**src/logic/mcc_pkg.sv**
```systemverilog
// Purpose: Shared constants of the master clock and flash wait control block.
// Assumes: 32-bit classic Wishbone register port, word-aligned registers.
// Notes: Field positions are low bit and width of each control field.
package mcc_pkg;

  // ----------------------------------------------------------------------
  // Register offsets
  // ----------------------------------------------------------------------
  localparam logic [7:0] MCC_OFS_CLOCK_GENERATION_CONTROL = 8'h00;
  localparam logic [7:0] MCC_OFS_SYSTEM_CONFIGURATION_ONE = 8'h04;
  localparam logic [7:0] MCC_OFS_INTERNAL_MEMORY_BUS_CONTROL = 8'h08;
  localparam logic [7:0] MCC_OFS_STATUS = 8'h0c;

  // ----------------------------------------------------------------------
  // Field positions and widths
  // ----------------------------------------------------------------------
  localparam int MCC_SRC_LSB = 0;
  localparam int MCC_SRC_W = 2;
  localparam int MCC_IDIV_LSB = 2;
  localparam int MCC_IDIV_W = 2;
  localparam int MCC_ODIV_LSB = 4;
  localparam int MCC_ODIV_W = 4;
  localparam int MCC_MUL_LSB = 8;
  localparam int MCC_MUL_W = 5;
  localparam int MCC_VCOB_LSB = 13;
  localparam int MCC_VCOB_W = 2;
  localparam int MCC_HALF_BIT = 0;
  localparam int MCC_WS_LSB = 0;
  localparam int MCC_WS_W = 2;

  // ----------------------------------------------------------------------
  // Field limits and codes
  // ----------------------------------------------------------------------
  localparam logic [MCC_ODIV_W-1:0] MCC_ODIV_MAX = 4'he;
  localparam logic [MCC_SRC_W-1:0] MCC_SRC_LOOP = 2'h3;
  localparam logic [MCC_VCOB_W-1:0] MCC_VCOB_RESERVED = 2'h3;

  // ----------------------------------------------------------------------
  // Reset values
  // ----------------------------------------------------------------------
  localparam logic [MCC_SRC_W-1:0] MCC_RST_SRC = 2'h0;
  localparam logic [MCC_IDIV_W-1:0] MCC_RST_IDIV = 2'h0;
  localparam logic [MCC_ODIV_W-1:0] MCC_RST_ODIV = 4'h0;
  localparam logic [MCC_MUL_W-1:0] MCC_RST_MUL = 5'h00;
  localparam logic [MCC_VCOB_W-1:0] MCC_RST_VCOB = 2'h0;
  localparam logic MCC_RST_HALF = 1'b0;
  localparam logic [MCC_WS_W-1:0] MCC_RST_WS = 2'h1;

  // ----------------------------------------------------------------------
  // Timing
  // ----------------------------------------------------------------------
  localparam int MCC_CLK_PERIOD_NS = 50;
  localparam int MCC_FLASH_ACCESS_NS = 50;
  // Least cycles that cover one flash access at the bus clock rate.
  localparam int MCC_FLASH_ACCESS_CYC =
    (MCC_FLASH_ACCESS_NS + MCC_CLK_PERIOD_NS - 1) / MCC_CLK_PERIOD_NS;

endpackage

```
**src/logic/mcc_clk_div.sv**
```systemverilog
// Purpose: Divides a sampled clock level by ratio plus one.
// Assumes: clk_i runs well faster than the incoming clock level.
// Notes: A ratio of zero passes the level straight through.
`timescale 1ns/10ps
module mcc_clk_div #(
  parameter int W = 4
) (
  // Clock and reset
  input wire logic clk_i,
  input wire logic rst_i,
  // Clock level in and divided level out
  input wire logic clk_lvl_i,
  input wire logic [W-1:0] ratio_i,
  output logic clk_lvl_o
);

  logic prev_q;
  logic prev_d;
  logic [W-1:0] cnt_q;
  logic [W-1:0] cnt_d;
  logic div_q;
  logic div_d;

  always_comb
  begin
    prev_d = clk_lvl_i;
    cnt_d = cnt_q;
    if (clk_lvl_i && !prev_q)
    begin
      if (cnt_q >= ratio_i)
        cnt_d = '0;
      else
        cnt_d = cnt_q + 1'b1;
    end
    div_d = (cnt_d <= (ratio_i >> 1));
  end

  always_ff @(posedge clk_i)
  begin
    if (rst_i)
    begin
      prev_q <= 1'b0;
      cnt_q <= '0;
      div_q <= 1'b0;
    end
    else
    begin
      prev_q <= prev_d;
      cnt_q <= cnt_d;
      div_q <= div_d;
    end
  end

  assign clk_lvl_o = (ratio_i == '0) ? clk_lvl_i : div_q;

endmodule

```
**src/logic/mcc_clk_sel.sv**
```systemverilog
// Purpose: Glitch-free choice between two clock levels.
// Assumes: Both levels are sampled in the clk_i domain.
// Notes: The choice only moves while both candidates are low.
`timescale 1ns/10ps
module mcc_clk_sel (
  // Clock and reset
  input wire logic clk_i,
  input wire logic rst_i,
  // Candidates and choice
  input wire logic a_i,
  input wire logic b_i,
  input wire logic sel_i,
  output logic sel_o,
  output logic clk_lvl_o
);

  logic sel_q;
  logic sel_d;

  // Moving only while both are low means no output edge comes from the switch.
  always_comb
  begin
    sel_d = sel_q;
    if (!a_i && !b_i)
      sel_d = sel_i;
  end

  always_ff @(posedge clk_i)
  begin
    if (rst_i)
      sel_q <= 1'b0;
    else
      sel_q <= sel_d;
  end

  assign sel_o = sel_q;
  assign clk_lvl_o = sel_q ? b_i : a_i;

endmodule

```
**src/logic/mcc_top.sv**
```systemverilog
// Purpose: Master, CPU and system clock generation with flash wait control.
// Assumes: clk_i samples the oscillator and VCO levels at well above their rate.
// Notes: Registers are reached over classic Wishbone with one registered ack in the cycle after the request.
// Notes on behaviour
// RL1: Bypass divides oscillator by input prescale plus one times output prescale plus one.
// RL2: Source code 11 enables loop; output is oscillator times multiply over both prescales.
// RL3: Input prescale reaches 3, output prescale 14; both maximum give slowest bypass.
// RL4: Both prescales zero in bypass pass the oscillator straight through.
// RL5: CPU clock equals master clock or master halved, chosen by one bit.
// RL6: System clock runs at exactly the CPU clock frequency.
// RL7: In loop mode the VCO output is divided by output prescale plus one.
// RL8: VCO band codes 00, 01, 10 select bands; code 11 is reserved.
// RL9: Each non-sequential flash access completes in one plus the programmed waitstate cycles.
// RL10: Software picks waitstates covering the 50 ns flash access time.
// RL11: Waitstate code 00 means none up to 20 MHz, 01 one up to 40 MHz.
// RL12: Waitstates apply only to non-sequential accesses; sequential ones are prefetched.
// RL13: Clock switching produces no runt pulses or glitches on CPU and system clocks.
// RL14: Reserved source codes leave the current master clock source unchanged.
//
// Our own choices: the Wishbone interface to the registers and the address map.
`timescale 1ns/10ps
module mcc_top
  import mcc_pkg::*;
#(
  parameter int MUL_W = mcc_pkg::MCC_MUL_W
) (
  // Clock and reset
  input wire logic clk_i,
  input wire logic rst_i,
  // Wishbone slave
  input wire logic wb_cyc_i,
  input wire logic wb_stb_i,
  input wire logic wb_we_i,
  input wire logic [7:0] wb_adr_i,
  input wire logic [3:0] wb_sel_i,
  input wire logic [31:0] wb_dat_i,
  output logic [31:0] wb_dat_o,
  output logic wb_ack_o,
  // Oscillator and analog loop
  input wire logic oscillator_input_i,
  input wire logic vco_clk_i,
  output logic pll_ref_o,
  output logic pll_enable_o,
  output logic [MUL_W-1:0] feedback_multiply_factor_o,
  output logic [mcc_pkg::MCC_VCOB_W-1:0] vco_band_select_o,
  // Generated clocks
  output logic master_clk_o,
  output logic cpu_clk_o,
  output logic sys_clk_o,
  // Program memory interface
  input wire logic acc_req_i,
  input wire logic acc_seq_i,
  input wire logic [15:0] flash_rdata_i,
  output logic acc_busy_o,
  output logic acc_done_o,
  output logic [15:0] acc_rdata_o
);

  import mcc_pkg::*;

  // ----------------------------------------------------------------------
  // Control registers
  // ----------------------------------------------------------------------
  logic [MCC_SRC_W-1:0] src_q;
  logic [MCC_SRC_W-1:0] src_d;
  logic [MCC_IDIV_W-1:0] idiv_q;
  logic [MCC_IDIV_W-1:0] idiv_d;
  logic [MCC_ODIV_W-1:0] odiv_q;
  logic [MCC_ODIV_W-1:0] odiv_d;
  logic [MUL_W-1:0] mul_q;
  logic [MUL_W-1:0] mul_d;
  logic [MCC_VCOB_W-1:0] vcob_q;
  logic [MCC_VCOB_W-1:0] vcob_d;
  logic half_q;
  logic half_d;
  logic [MCC_WS_W-1:0] ws_q;
  logic [MCC_WS_W-1:0] ws_d;
  logic ack_q;
  logic ack_d;
  logic [31:0] rdat_q;
  logic [31:0] rdat_d;

  logic wr_lo;
  logic wr_hi;
  logic [MCC_SRC_W-1:0] wsrc;
  logic [MCC_ODIV_W-1:0] wodiv;
  logic [MCC_VCOB_W-1:0] wvcob;

  // Status seen by software.
  logic loop_active;
  logic half_active;

  assign wr_lo = wb_cyc_i && wb_stb_i && wb_we_i && !ack_q && wb_sel_i[0];
  assign wr_hi = wb_cyc_i && wb_stb_i && wb_we_i && !ack_q && wb_sel_i[1];
  assign wsrc = wb_dat_i[MCC_SRC_LSB +: MCC_SRC_W];
  assign wodiv = wb_dat_i[MCC_ODIV_LSB +: MCC_ODIV_W];
  assign wvcob = wb_dat_i[MCC_VCOB_LSB +: MCC_VCOB_W];

  always_comb
  begin
    src_d = src_q;
    idiv_d = idiv_q;
    odiv_d = odiv_q;
    mul_d = mul_q;
    vcob_d = vcob_q;
    half_d = half_q;
    ws_d = ws_q;
    ack_d = wb_cyc_i && wb_stb_i && !ack_q;
    rdat_d = 32'h0000_0000;
    case (wb_adr_i)
      MCC_OFS_CLOCK_GENERATION_CONTROL:
      begin
        if (wr_lo)
        begin
          if (!wsrc[1] || wsrc == MCC_SRC_LOOP) // RL14
            src_d = wsrc;
          idiv_d = wb_dat_i[MCC_IDIV_LSB +: MCC_IDIV_W]; // RL3
          odiv_d = (wodiv > MCC_ODIV_MAX) ? MCC_ODIV_MAX : wodiv; // RL3
        end
        if (wr_hi)
        begin
          mul_d = wb_dat_i[MCC_MUL_LSB +: MUL_W];
          if (wvcob != MCC_VCOB_RESERVED) // RL8
            vcob_d = wvcob;
        end
        rdat_d[MCC_SRC_LSB +: MCC_SRC_W] = src_q;
        rdat_d[MCC_IDIV_LSB +: MCC_IDIV_W] = idiv_q;
        rdat_d[MCC_ODIV_LSB +: MCC_ODIV_W] = odiv_q;
        rdat_d[MCC_MUL_LSB +: MUL_W] = mul_q;
        rdat_d[MCC_VCOB_LSB +: MCC_VCOB_W] = vcob_q;
      end
      MCC_OFS_SYSTEM_CONFIGURATION_ONE:
      begin
        if (wr_lo)
          half_d = wb_dat_i[MCC_HALF_BIT]; // RL5
        rdat_d[MCC_HALF_BIT] = half_q;
      end
      MCC_OFS_INTERNAL_MEMORY_BUS_CONTROL:
      begin
        if (wr_lo)
          ws_d = wb_dat_i[MCC_WS_LSB +: MCC_WS_W]; // RL11
        rdat_d[MCC_WS_LSB +: MCC_WS_W] = ws_q;
      end
      MCC_OFS_STATUS:
      begin
        rdat_d[0] = loop_active;
        rdat_d[1] = half_active;
        rdat_d[2] = acc_busy_o;
      end
      default:
      begin
        rdat_d = 32'h0000_0000;
      end
    endcase
  end

  always_ff @(posedge clk_i)
  begin
    if (rst_i)
    begin
      src_q <= MCC_RST_SRC;
      idiv_q <= MCC_RST_IDIV;
      odiv_q <= MCC_RST_ODIV;
      mul_q <= MUL_W'(MCC_RST_MUL);
      vcob_q <= MCC_RST_VCOB;
      half_q <= MCC_RST_HALF;
      ws_q <= MCC_RST_WS;
      ack_q <= 1'b0;
      rdat_q <= 32'h0000_0000;
    end
    else
    begin
      src_q <= src_d;
      idiv_q <= idiv_d;
      odiv_q <= odiv_d;
      mul_q <= mul_d;
      vcob_q <= vcob_d;
      half_q <= half_d;
      ws_q <= ws_d;
      ack_q <= ack_d;
      rdat_q <= rdat_d;
    end
  end

  assign wb_ack_o = ack_q;
  assign wb_dat_o = rdat_q;

  // ----------------------------------------------------------------------
  // Pin synchronisers
  // ----------------------------------------------------------------------
  logic [1:0] osc_sync_q;
  logic [1:0] vco_sync_q;

  always_ff @(posedge clk_i)
  begin
    if (rst_i)
    begin
      osc_sync_q <= 2'h0;
      vco_sync_q <= 2'h0;
    end
    else
    begin
      osc_sync_q <= {osc_sync_q[0], oscillator_input_i};
      vco_sync_q <= {vco_sync_q[0], vco_clk_i};
    end
  end

  // ----------------------------------------------------------------------
  // Master clock path
  // ----------------------------------------------------------------------
  logic ref_lvl;
  logic odiv_src_lvl;
  logic master_lvl;
  logic want_loop;

  // The input prescaler feeds both the bypass chain and the loop reference.
  mcc_clk_div #(
    .W(MCC_IDIV_W)
  ) u_idiv (
    .clk_i(clk_i),
    .rst_i(rst_i),
    .clk_lvl_i(osc_sync_q[1]),
    .ratio_i(idiv_q),
    .clk_lvl_o(ref_lvl)
  ); // RL1

  assign want_loop = (src_q == MCC_SRC_LOOP); // RL2

  mcc_clk_sel u_src_sel (
    .clk_i(clk_i),
    .rst_i(rst_i),
    .a_i(ref_lvl),
    .b_i(vco_sync_q[1]),
    .sel_i(want_loop),
    .sel_o(loop_active),
    .clk_lvl_o(odiv_src_lvl)
  ); // RL13

  // One output prescaler serves bypass and loop; zero ratios pass through.
  mcc_clk_div #(
    .W(MCC_ODIV_W)
  ) u_odiv (
    .clk_i(clk_i),
    .rst_i(rst_i),
    .clk_lvl_i(odiv_src_lvl),
    .ratio_i(odiv_q),
    .clk_lvl_o(master_lvl)
  ); // RL1 RL4 RL7

  assign pll_enable_o = want_loop; // RL2
  assign pll_ref_o = ref_lvl;
  assign feedback_multiply_factor_o = mul_q; // RL2
  assign vco_band_select_o = vcob_q; // RL8
  assign master_clk_o = master_lvl;

  // ----------------------------------------------------------------------
  // CPU and system clocks
  // ----------------------------------------------------------------------
  logic mprev_q;
  logic mprev_d;
  logic halfclk_q;
  logic halfclk_d;
  logic cpu_lvl;

  always_comb
  begin
    mprev_d = master_lvl;
    halfclk_d = halfclk_q;
    if (master_lvl && !mprev_q)
      halfclk_d = !halfclk_q; // RL5
  end

  always_ff @(posedge clk_i)
  begin
    if (rst_i)
    begin
      mprev_q <= 1'b0;
      halfclk_q <= 1'b0;
    end
    else
    begin
      mprev_q <= mprev_d;
      halfclk_q <= halfclk_d;
    end
  end

  mcc_clk_sel u_cpu_sel (
    .clk_i(clk_i),
    .rst_i(rst_i),
    .a_i(master_lvl),
    .b_i(halfclk_q),
    .sel_i(half_q),
    .sel_o(half_active),
    .clk_lvl_o(cpu_lvl)
  ); // RL5 RL13

  assign cpu_clk_o = cpu_lvl;
  assign sys_clk_o = cpu_lvl; // RL6

  // ----------------------------------------------------------------------
  // Flash access timing
  // ----------------------------------------------------------------------
  typedef enum logic [0:0] {
    MCC_ACC_IDLE = 1'b0,
    MCC_ACC_WAIT = 1'b1
  } mcc_acc_state_t;

  mcc_acc_state_t acc_q;
  mcc_acc_state_t acc_d;
  logic [MCC_WS_W-1:0] wcnt_q;
  logic [MCC_WS_W-1:0] wcnt_d;
  logic done_q;
  logic done_d;
  logic [15:0] data_q;
  logic [15:0] data_d;

  always_comb
  begin
    acc_d = acc_q;
    wcnt_d = wcnt_q;
    done_d = 1'b0;
    data_d = data_q;
    case (acc_q)
      MCC_ACC_IDLE:
      begin
        if (acc_req_i)
        begin
          acc_d = MCC_ACC_WAIT;
          wcnt_d = acc_seq_i ? '0 : ws_q; // RL12
        end
      end
      MCC_ACC_WAIT:
      begin
        if (wcnt_q == '0)
        begin
          acc_d = MCC_ACC_IDLE;
          done_d = 1'b1; // RL9
          data_d = flash_rdata_i;
        end
        else
          wcnt_d = wcnt_q - 1'b1; // RL9
      end
      default:
      begin
        acc_d = MCC_ACC_IDLE;
      end
    endcase
  end

  always_ff @(posedge clk_i)
  begin
    if (rst_i)
    begin
      acc_q <= MCC_ACC_IDLE;
      wcnt_q <= '0;
      done_q <= 1'b0;
      data_q <= 16'h0000;
    end
    else
    begin
      acc_q <= acc_d;
      wcnt_q <= wcnt_d;
      done_q <= done_d;
      data_q <= data_d;
    end
  end

  assign acc_busy_o = (acc_q == MCC_ACC_WAIT);
  assign acc_done_o = done_q;
  assign acc_rdata_o = data_q;

endmodule
```
**config.mk**
```make
export PLATFORM = sky130hd
export DESIGN_NAME = mcc_top
export DESIGN_NICKNAME = d
export VERILOG_FILES = /design/src/logic/mcc_pkg.sv /design/src/logic/mcc_clk_div.sv /design/src/logic/mcc_clk_sel.sv /design/src/logic/mcc_top.sv
export SDC_FILE = /design/constraint.sdc
export NUM_CORES = 1
export LEC_CHECK = 0
export ABC_AREA = 1
export BUFFER_PORTS_ARGS = -buffer_cell sky130_fd_sc_hd__buf_2
export CELL_PAD_IN_SITES_DETAIL_PLACEMENT = 1
export CELL_PAD_IN_SITES_GLOBAL_PLACEMENT = 1
export CORE_UTILIZATION = 33
export CTS_CLUSTER_SIZE = 12
export DETAILED_ROUTE_END_ITERATION = 12
export PLACE_DENSITY_LB_ADDON = 0.1
export REMOVE_ABC_BUFFERS = 1
export SETUP_SLACK_MARGIN = 0.15
export SKIP_LAST_GASP = 1
export SLEW_MARGIN = 20
export SYNTH_ARGS = -nofsm -noshare
export SYNTH_HDL_FRONTEND = slang
export SYNTH_SLANG_ARGS = --single-unit
```
**constraint.sdc**
```tcl
create_clock -name clk_i -period 2.55 [get_ports clk_i]
set_input_delay 0.3825 -clock clk_i [delete_from_list [all_inputs] [get_ports clk_i]]
set_output_delay 0.3825 -clock clk_i [all_outputs]
set_load 0.02 [all_outputs]
```
==> metrics.cfg, run 1 <==
[status]
run_status=complete, no violations

[pwr]
leakage_nw=1.94
pwr_density_cell_nw_per_um2=659
seq_power_share_pct=46.8
p_comb_share_pct=13.7
worst_ir_drop_vdd_mv=0.242
switching_share_pct=27.1
cellInternalPower_mw=1.88
share_clk_of_total_power_pct=39.6
power.net_switching_mw=0.697

[yosys]
yosysTopAreaCellShare_pct=45.8
synth_top_cell_by_area=dfxtp_1
synth_warnings=0
post_synth_inst_count=409
synthesis.area_per_instance_sq_um=7.69
synth-edff-count=0
async_flop_share_pct=0
postSynth.topFlopCell=dfxtp_1
yosysUniqueCellTypes=38
ys_top_cells_by_area=dfxtp_1 46%, nor2_1 9.1%, inv_1 6.3%
syn_area_sq_um=3150
ys_ff_latch=72
synth-seq-area-share_pct=45.8

[clocking]
clock_insertion_delay_worst_skew_ns=0.34
cts_tree=done
cts.sinks=72
cts_buffers=9
cts-root-to-sink-buffers=2
root_buffer=clkbuf_8
clkTransAtPathRegs_ns=0.08
post_cts_hold_buffer_count=0
h_tree_depth_reported_by_cts=3

[setup_path]
criticalPathCategory=flip-flop to output port
startpoint_type=flip-flop
timing.critical_path.fanout_max=5
worst-endpoint-arrival_ns=1.82
worst_setup_path_end_kind=output port
critPathMostFrequentCell=nand2_1
critical-path-slowest-cell=dfxtp_1
critical-path-top-delay-family=simple AND/OR/NAND/NOR gates
worst_ep_required_time_ns=2.17
crit_buf_inv=2
worst_path_cell_chain=inv_1 > nand2_1 > nor2_1 > nand3_1 > nand2_1 > nand2_1 > o21ai_0 > buf_2
cpPeakStageDelay_ns=0.30
regToRegSetupSlack_ns=0.46

[die]
chipWidth_um=99.7
num_rows=35
io_pins=132
die_area_sq_um=9930
initial_utilization_pct=34.1
floorplan.die.height_um=99.7
core_sq_um=9240

[global_route]
antenna_found_initial=0
global_route_wire_length_before_repair_um=13000
globalRouteOverflowTotal=0
grt_usage_pct=17.1
first_global_vias=2705
maximum_number_of_pins_on_one_net_before_global_route_repair=24

[sta]
finalHoldViolations=0
finalWorstPathRequiredPeriod_ns=2.20
grt_setup_unrepaired=false
setup_violations=0
max-slew-margin-rel_pct=60.1
finalSetupTns_ns=0
tightest_slew_ns=0.592
drv_slew=0
achievable-frequency_ghz=0.454
skew_ns=0.00702
final_worst_path_period_share_pct=86.5

[place]
placement.cell_area_sq_um=3680
buffer_ports.inserted=95
place.detailed.hpwl_um=6000
routabilityCongestion=0.738

[layout]
fillers=1188
antenna_cells=0
fraction_of_layout_instances_using_a_drive_strength_above_1_pct=25.4
syn2layout_area_growth_pct=24.0
layout.cell_area.non_filler_sq_um=3900
fin_nets=587
most_common_cell_after_layout_fill_and_taps_aside=buf_2
finalCoreUtilization_pct=42.2
layout.cells.most_common_list=95 x buf_2, 76 x nor2_1, 72 x dfxtp_1

[min_path]
hold_class=input port to flip-flop

[detailed_routing]
vias_per_cell=4.43
ant_nets=0
via_count=2834
avgRoutedWirePerCell_um=12.3
drt_first_iter_violations=59
drc_errors=0
drtPass1Iterations=4
routed_wl_um=7890

[flow_run]
max_cap_viol_count=0

[cell type report]
cell class	instances	area, sq um	share of cell area (%)
Inverter	57	214	5.48
Tap cell	129	161	4.14
Sequential cell	72	1440	36.9
Clock inverter	5	80.1	2.05
Multi-Input combinational cell	268	1370	35.0
Timing Repair Buffer	98	498	12.8
Clock buffer	11	141	3.62
[metrics by stage]
| step | instances | hold WS (ns) | power (mW) | worst slack (ns) |
|---|---|---|---|---|
| 2_1_floorplan | 397 | 0.388 | 1.45 | 0.610 |
| 3_3_place_gp | 624 | 0.390 | 1.57 | 0.397 |
| 3_5_place_dp | 624 | 0.399 | 1.59 | 0.405 |
| 4_1_cts | 640 | 0.221 | 2.61 | 0.310 |
| 5_1_grt | 640 | 0.227 | 2.71 | 0.159 |
| 6_report | 640 | 0.237 | 2.57 | 0.345 |
[worst reg2reg max path: stages (launching register included)]
cell and delay (ns):
dfxtp_1 0.35, inv_2 0.06, ha_1 0.29, inv_1 0.04, o21bai_1 0.11, nand2_1 0.06, nand3_1 0.14, nor2_1 0.06
o21ai_1 0.17, inv_1 0.06, ha_1 0.29, nand2_1 0.05, o21ai_0 0.14, nand2_1 0.07, nand2_1 0.06, nor2_1 0.04
[synthesized netlist by cell type (2+ instances only)]
cell	number
nor2_1	76
dfxtp_1	72
inv_1	53
nand2_1	45
o21ai_0	32
a21oi_1	22
nand3_1	22
buf_4	18
ha_1	12
o21ai_1	10
clkbuf_1	5
inv_2	4
buf_2	3
nand4_1	3
a211oi_1	2
a21oi_2	2
nand2_2	2
nand3_2	2
nand3b_1	2
nor2_2	2
o21bai_1	2
xnor2_1	2
[kinds of logic after synthesis]
family          Yosys count  share of synthesized area, %
flops                    72                          45.8
compound gates           74                          12.7
fa+ha+maj                12                          4.77
simple gates            162                          23.1
xor+xnor                  3                         0.835
buf+inv                  85                          12.7
other cells               1                         0.119
[final timing paths]
kind                 startpoint            end  depth (start not counted)
max                   odiv_q[2]      sys_clk_o                          8
min          oscillator_input_i  osc_sync_q[0]                          3
max reg2reg           odiv_q[1]   u_odiv.div_q                         15
min reg2reg       osc_sync_q[0]  osc_sync_q[1]                          2
[timing repair]
item	in CTS	in global routing
endpoints found under the setup margin	0	1
setup buffers	0	0
resized for setup	0	2
[per-layer routing]
metal / share of wire [%] / track usage [%] / vias up
met5: 0 / 0 / -
met2: 46 / 29.0 / 85
li1: - / - / 1457
met1: 49 / 21.4 / 1282
met4: 1.6 / 7.13 / 0
met3: 4.0 / 2.95 / 10
[power by group through the flow]
stage	Sequential [mW]	Clock [mW]	Combinational, mW
CTS	1.20	1.05	0.356
finish	1.20	1.02	0.352
global route	1.21	1.10	0.401
global placement	1.23	0	0.347
floorplan	1.27	0	0.184
detailed placement	1.23	0	0.355
[registers in the layout, indices dropped and copies added, names as in the netlist, 2 cells and up]
| register | cells |
|---|---|
| odiv_q | 4 |
| u_idiv.cnt_q | 2 |
| vco_band_select_o | 2 |
| ws_q | 2 |
| acc_rdata_o | 16 |
| wcnt_q | 2 |
| osc_sync_q | 2 |
| wb_dat_o | 15 |
| idiv_q | 2 |
| u_odiv.cnt_q | 4 |
| feedback_multiply_factor_o | 5 |
| src_q | 2 |
| vco_sync_q | 2 |
Power figures use the tool's default switching activity.
==> run 2, diff against run 1 <==
--- a/config.mk
+++ b/config.mk
@@ -7,8 +7,10 @@
 export LEC_CHECK = 0
 export ABC_AREA = 1
 export BUFFER_PORTS_ARGS = -buffer_cell sky130_fd_sc_hd__buf_2
+export CAP_MARGIN = 10
 export CELL_PAD_IN_SITES_DETAIL_PLACEMENT = 1
 export CELL_PAD_IN_SITES_GLOBAL_PLACEMENT = 1
+export CORE_ASPECT_RATIO = 1.75
 export CORE_UTILIZATION = 33
 export CTS_CLUSTER_SIZE = 12
 export DETAILED_ROUTE_END_ITERATION = 12
==> metrics.cfg, run 2 (synthesized netlist as in run 1, its figures left out) <==
[sta]
finalHoldViolations=0  ; unchanged
worst_case_hold_slack_ns=0.250  ; was 0.237 ns
max-slew-margin-rel_pct=64.8  ; was 60.1%
grt_setup_unrepaired=false  ; unchanged
achievable-frequency_ghz=0.447  ; was 0.454 GHz
setup_violations=0  ; unchanged
finalWorstPathRequiredPeriod_ns=2.24  ; was 2.20 ns
skew_ns=0.00437  ; was 0.00702 ns
tightest_slew_ns=0.522  ; was 0.592 ns
finalSetupTns_ns=0  ; unchanged
final_worst_path_period_share_pct=87.7  ; was 86.5%
finalWorstSetupSlack_ns=0.314  ; was 0.345 ns
drv_slew=0  ; unchanged

[layout]
syn2layout_area_growth_pct=27.3  ; was 24.0%
largest_register_ffs=16  ; unchanged
fraction_of_layout_instances_using_a_drive_strength_above_1_pct=25.9  ; was 25.4%
layout.cells.most_common_list=95 x buf_2, 76 x nor2_1, 72 x dfxtp_1  ; unchanged
fin_nets=589  ; was 587
most_common_cell_after_layout_fill_and_taps_aside=buf_2  ; unchanged
antenna_cells=0  ; unchanged

[global_route]
global_route_wire_length_before_repair_um=13400  ; was 13000 um
maximum_number_of_pins_on_one_net_before_global_route_repair=25  ; was 24
antenna_found_initial=0  ; unchanged
grt_usage_pct=17.9  ; was 17.1%
globalRouteOverflowTotal=0  ; unchanged
first_global_vias=2902  ; was 2705

[die]
floorplan.die.height_um=131  ; was 99.7 um
chipWidth_um=75.8  ; was 99.7 um
core_sq_um=9150  ; was 9240 sq um
die_area_sq_um=9950  ; was 9930 sq um
initial_utilization_pct=34.4  ; was 34.1%
num_rows=46  ; was 35
io_pins=132  ; unchanged

[min_path]
hold_class=input port to flip-flop  ; unchanged

[setup_path]
timing.critical_path.fanout_max=4  ; was 5
worst-endpoint-arrival_ns=2.51  ; was 1.82 ns
worst_setup_path_end_kind=flip-flop  ; was output port
criticalPathCategory=flip-flop to flip-flop  ; was flip-flop to output port
critical-path-slowest-cell=dfxtp_1  ; unchanged
regToRegSetupSlack_ns=0.31  ; was 0.46 ns
cpPeakStageDelay_ns=0.42  ; was 0.30 ns
critical-path-top-delay-family=compound AO/OA/AOI/OAI gates  ; was simple AND/OR/NAND/NOR gates
crit_buf_inv=1  ; was 2
startpoint_type=flip-flop  ; unchanged
worst_path_cell_chain=ha_1 > a21oi_1 > nand3_1 > o21ai_0 > nand2_1 > inv_1 > ha_1 > a21oi_1 > o21ai_0 > nand2_1 > nand2_1 > nor2_1  ; was inv_1 > nand2_1 > nor2_1 > nand3_1 > nand2_1 > nand2_1 > o21ai_0 > buf_2
critPathMostFrequentCell=nand2_1  ; unchanged
worst_ep_required_time_ns=2.82  ; was 2.17 ns

[clocking]
clock_insertion_delay_worst_skew_ns=0.33  ; was 0.34 ns
root_buffer=clkbuf_16  ; was clkbuf_8
h_tree_depth_reported_by_cts=3  ; unchanged
cts_tree=done  ; unchanged
cts-root-to-sink-buffers=2  ; unchanged
cts.sinks=72  ; unchanged
clkTransAtPathRegs_ns=0.06  ; was 0.08 ns
cts_resized=0  ; unchanged
post_cts_hold_buffer_count=0  ; unchanged
cts_post_setup_buffers_inserted=0  ; unchanged
cts_buffers=9  ; unchanged

[pwr]
leakage_nw=2.00  ; was 1.94 nW
fin_total_pwr_mw=2.91  ; was 2.57 mW
pwr_density_cell_nw_per_um2=725  ; was 659 nW/um^2
worst_ir_drop_vdd_mv=0.346  ; was 0.242 mV

[place]
buffer_ports.inserted=95  ; unchanged
place.detailed.hpwl_um=6500  ; was 6000 um
routabilityCongestion=0.781  ; was 0.738
pre_cts_slack_ns=0.310  ; was 0.405 ns

[detailed_routing]
via_count=2914  ; was 2834
ant_nets=0  ; unchanged
vias_per_cell=4.60  ; was 4.43
routed_wl_um=8380  ; was 7890 um
avgRoutedWirePerCell_um=13.2  ; was 12.3 um
drc_errors=0  ; unchanged
drtPass1Iterations=4  ; unchanged
drt_first_iter_violations=88  ; was 59

[flow_run]
max_cap_viol_count=0  ; unchanged

[status]
run_status=complete, no violations  ; unchanged

==> run 2: cell count changes in the layout (fill, tap and decap cells not counted), sizes merged <==
| cell | before | now |
|---|---|---|
| clkinv | 1 | 5 |
| clkbuf | 11 | 9 |
| clkinvlp | 2 | 0 |
| buf | 98 | 100 |
==> run 2: cell type report <==
class                           count  area [sq um]
Tap cell                          120           150
Timing Repair Buffer              100           513
Clock buffer                        9           225
Clock inverter                      7          96.3
Sequential cell                    72          1440
Multi-Input combinational cell    268          1370
Fill cell                        1195          5140
Inverter                           57           214
==> run 2: tightest hold or removal path, stage by stage <==
cell,delay [ns]
buf_2,0.07
inv_1,0.03
nor2_1,0.06
==> run 2: where the power goes <==
part           switching [mW]  internal, mW
sequential             0.0273          1.18
clock                   0.488         0.857
combinational           0.231         0.124
total                   0.746          2.16
==> run 2: path summary, 6_finish.rpt <==
kind / depth (start not counted) / endpoint / startpoint
worst max-delay path: 12 / u_odiv.div_q / u_odiv.cnt_q[3]
worst min-delay path: 3 / osc_sync_q[0] / oscillator_input_i
worst max register to register: 12 / u_odiv.div_q / u_odiv.cnt_q[3]
worst min register to register: 2 / osc_sync_q[1] / osc_sync_q[0]
==> run 2: stage by stage <==
step	instance area, sq um	util (%)	std cells
2_1_floorplan	3020	-	397
3_3_place_gp	3680	40.3	617
3_5_place_dp	3680	40.3	617
4_1_cts	4010	43.8	633
5_1_grt	4010	43.8	633
6_report	4010	43.8	633
==> run 2: layer usage <==
layer	vias to the layer above	global-route usage (%)	wire (um)
met1	1375	16.9	3020
met4	0	7.72	207
li1	1460	-	-
met5	-	0	0
met2	66	34.0	4770
met3	13	4.29	377
==> run 3, diff against run 2 <==
--- a/config.mk
+++ b/config.mk
@@ -17,6 +17,7 @@
 export PLACE_DENSITY_LB_ADDON = 0.1
 export REMOVE_ABC_BUFFERS = 1
 export SETUP_SLACK_MARGIN = 0.15
+export SKIP_CTS_REPAIR_TIMING = 1
 export SKIP_LAST_GASP = 1
 export SLEW_MARGIN = 20
 export SYNTH_ARGS = -nofsm -noshare
==> constraint.sdc (replaced) <==
create_clock -name clk_i -period 2.5 [get_ports clk_i]
set_input_delay 0.375 -clock clk_i [delete_from_list [all_inputs] [get_ports clk_i]]
set_output_delay 0.375 -clock clk_i [all_outputs]
set_load 0.02 [all_outputs]
==> metrics.cfg, run 3 (synthesized netlist as in run 1, its figures left out) <==
[layout]
finalCoreUtilization_pct=43.9  ; was 43.8%
largest_register_ffs=16  ; unchanged
fraction_of_layout_instances_using_a_drive_strength_above_1_pct=26.5  ; was 25.9%
fin_nets=590  ; was 589
fillers=1196  ; was 1195
layout.cells.most_common_list=95 x buf_2, 76 x nor2_1, 71 x dfxtp_1  ; was 95 x buf_2, 76 x nor2_1, 72 x dfxtp_1
most_common_cell_after_layout_fill_and_taps_aside=buf_2  ; unchanged
layout.cell_area.non_filler_sq_um=4020  ; was 4010 sq um
syn2layout_area_growth_pct=27.7  ; was 27.3%
layoutNonFillerInstCount=634  ; was 633
antenna_cells=0  ; unchanged

[setup_path]
worst_ep_required_time_ns=2.12  ; was 2.82 ns
worst_path_cell_chain=inv_1 > buf_4 > nand2_1 > nor2_1 > nand3_1 > nand2_1 > nand2_1 > o21ai_0 > buf_2  ; was ha_1 > a21oi_1 > nand3_1 > o21ai_0 > nand2_1 > inv_1 > ha_1 > a21oi_1 > o21ai_0 > nand2_1 > nand2_1 > nor2_1
critical-path-top-delay-family=simple AND/OR/NAND/NOR gates  ; was compound AO/OA/AOI/OAI gates
startpoint_type=flip-flop  ; unchanged
crit_buf_inv=3  ; was 1
worst_setup_path_end_kind=output port  ; was flip-flop
worst-endpoint-arrival_ns=1.73  ; was 2.51 ns
criticalPathCategory=flip-flop to output port  ; was flip-flop to flip-flop
critPathMostFrequentCell=nand2_1  ; unchanged
cpPeakStageDelay_ns=0.30  ; was 0.42 ns
timing.critical_path.fanout_max=4  ; unchanged
critical-path-slowest-cell=dfxtp_1  ; unchanged

[die]
core_sq_um=9150  ; unchanged
initial_utilization_pct=34.4  ; unchanged
floorplan.die.height_um=131  ; unchanged
chipWidth_um=75.8  ; unchanged
io_pins=132  ; unchanged
die_area_sq_um=9950  ; unchanged
num_rows=46  ; unchanged

[global_route]
global_route_wire_length_before_repair_um=13700  ; was 13400 um
grt_usage_pct=18.2  ; was 17.9%
globalRouteOverflowTotal=0  ; unchanged
antenna_found_initial=0  ; unchanged
maximum_number_of_pins_on_one_net_before_global_route_repair=24  ; was 25
first_global_vias=2968  ; was 2902

[sta]
finalHoldViolations=0  ; unchanged
achievable-frequency_ghz=0.475
final_worst_path_period_share_pct=84.3
finalWorstSetupSlack_ns=0.393  ; was 0.314 ns
tightest_slew_ns=0.543  ; was 0.522 ns
drv_slew=0  ; unchanged
grt_setup_unrepaired=false  ; unchanged
max-slew-margin-rel_pct=63.4  ; was 64.8%
setup_violations=0  ; unchanged
finalWorstPathRequiredPeriod_ns=2.11
skew_ns=0.00358  ; was 0.00437 ns
finalSetupTns_ns=0  ; unchanged

[detailed_routing]
drtPass1Iterations=4  ; unchanged
avgRoutedWirePerCell_um=13.3  ; was 13.2 um
drt_first_iter_violations=83  ; was 88
drc_errors=0  ; unchanged
routed_wl_um=8460  ; was 8380 um
via_count=2880  ; was 2914
vias_per_cell=4.54  ; was 4.60
ant_nets=0  ; unchanged

[clocking]
cts-root-to-sink-buffers=2  ; unchanged
cts.sinks=72  ; unchanged
h_tree_depth_reported_by_cts=3  ; unchanged
cts_tree=done  ; unchanged
clock_insertion_delay_worst_skew_ns=0.33  ; about the same
clkTransAtPathRegs_ns=0.06  ; about the same
cts_buffers=9  ; unchanged
root_buffer=clkbuf_16  ; unchanged

[place]
buffer_ports.inserted=95  ; unchanged
dpl.cell_count=618  ; was 617
place.detailed.hpwl_um=6560  ; was 6500 um
placement.cell_area_sq_um=3690  ; was 3680 sq um
pre_cts_slack_ns=0.262  ; was 0.310 ns
routabilityCongestion=0.775  ; was 0.781

[pwr]
leakage_nw=2.00  ; about the same
worst_ir_drop_vdd_mv=0.529  ; was 0.346 mV
pwr_density_cell_nw_per_um2=738  ; was 725 nW/um^2

[status]
run_status=complete, no violations  ; unchanged

[min_path]
hold_class=input port to flip-flop  ; unchanged

[flow_run]
max_cap_viol_count=0  ; unchanged

==> run 3: metal layers <==
layer  share of wire (%)  global-route usage, %  vias to the layer above
met5                   0                      0                        -
met4                 3.2                   8.33                        0
met3                 4.8                   4.60                       18
met2                  55                   34.3                       72
met1                  37                   17.2                     1325
li1                    -                      -                     1465
==> run 3: final timing paths <==
kind,from,endpoint,slack (ns),cells past startpoint
max,odiv_q[3],cpu_clk_o,0.39,9
min,oscillator_input_i,osc_sync_q[0],0.25,3
max reg2reg,u_odiv.cnt_q[3],u_odiv.div_q,0.40,12
min reg2reg,vco_sync_q[0],vco_sync_q[1],0.41,2
==> run 3: report_power, final <==
group | internal [mW] | switching (mW)
logic | 0.128 | 0.237
clock network | 0.874 | 0.494
registers | 1.20 | 0.0286
total | 2.20 | 0.760
==> run 3: metrics by stage <==
stage | total power, mW | hold WS, ns
2_1_floorplan | 1.48 | 0.388
3_3_place_gp | 1.61 | 0.393
3_5_place_dp | 1.62 | 0.398
4_1_cts | 3.00 | 0.240
5_1_grt | 3.10 | 0.258
6_report | 2.96 | 0.246
==> run 3: cell type report <==
cell class / count / area (sq um) / area share (%)
clock buffer: 9 / 225 / 5.60
timing repair buffer: 101 / 520 / 13.0
inverter: 57 / 214 / 5.32
tap: 120 / 150 / 3.74
clock inverter: 7 / 95.1 / 2.37
sequential: 72 / 1440 / 35.9
multi-input combinational: 268 / 1370 / 34.1
==> run 3: worst min-delay path, delay by kind of cell <==
family / cells / cell delay (ns)
and+or+nand+nor: 1 / 0.07
buffers and inverters: 2 / 0.10
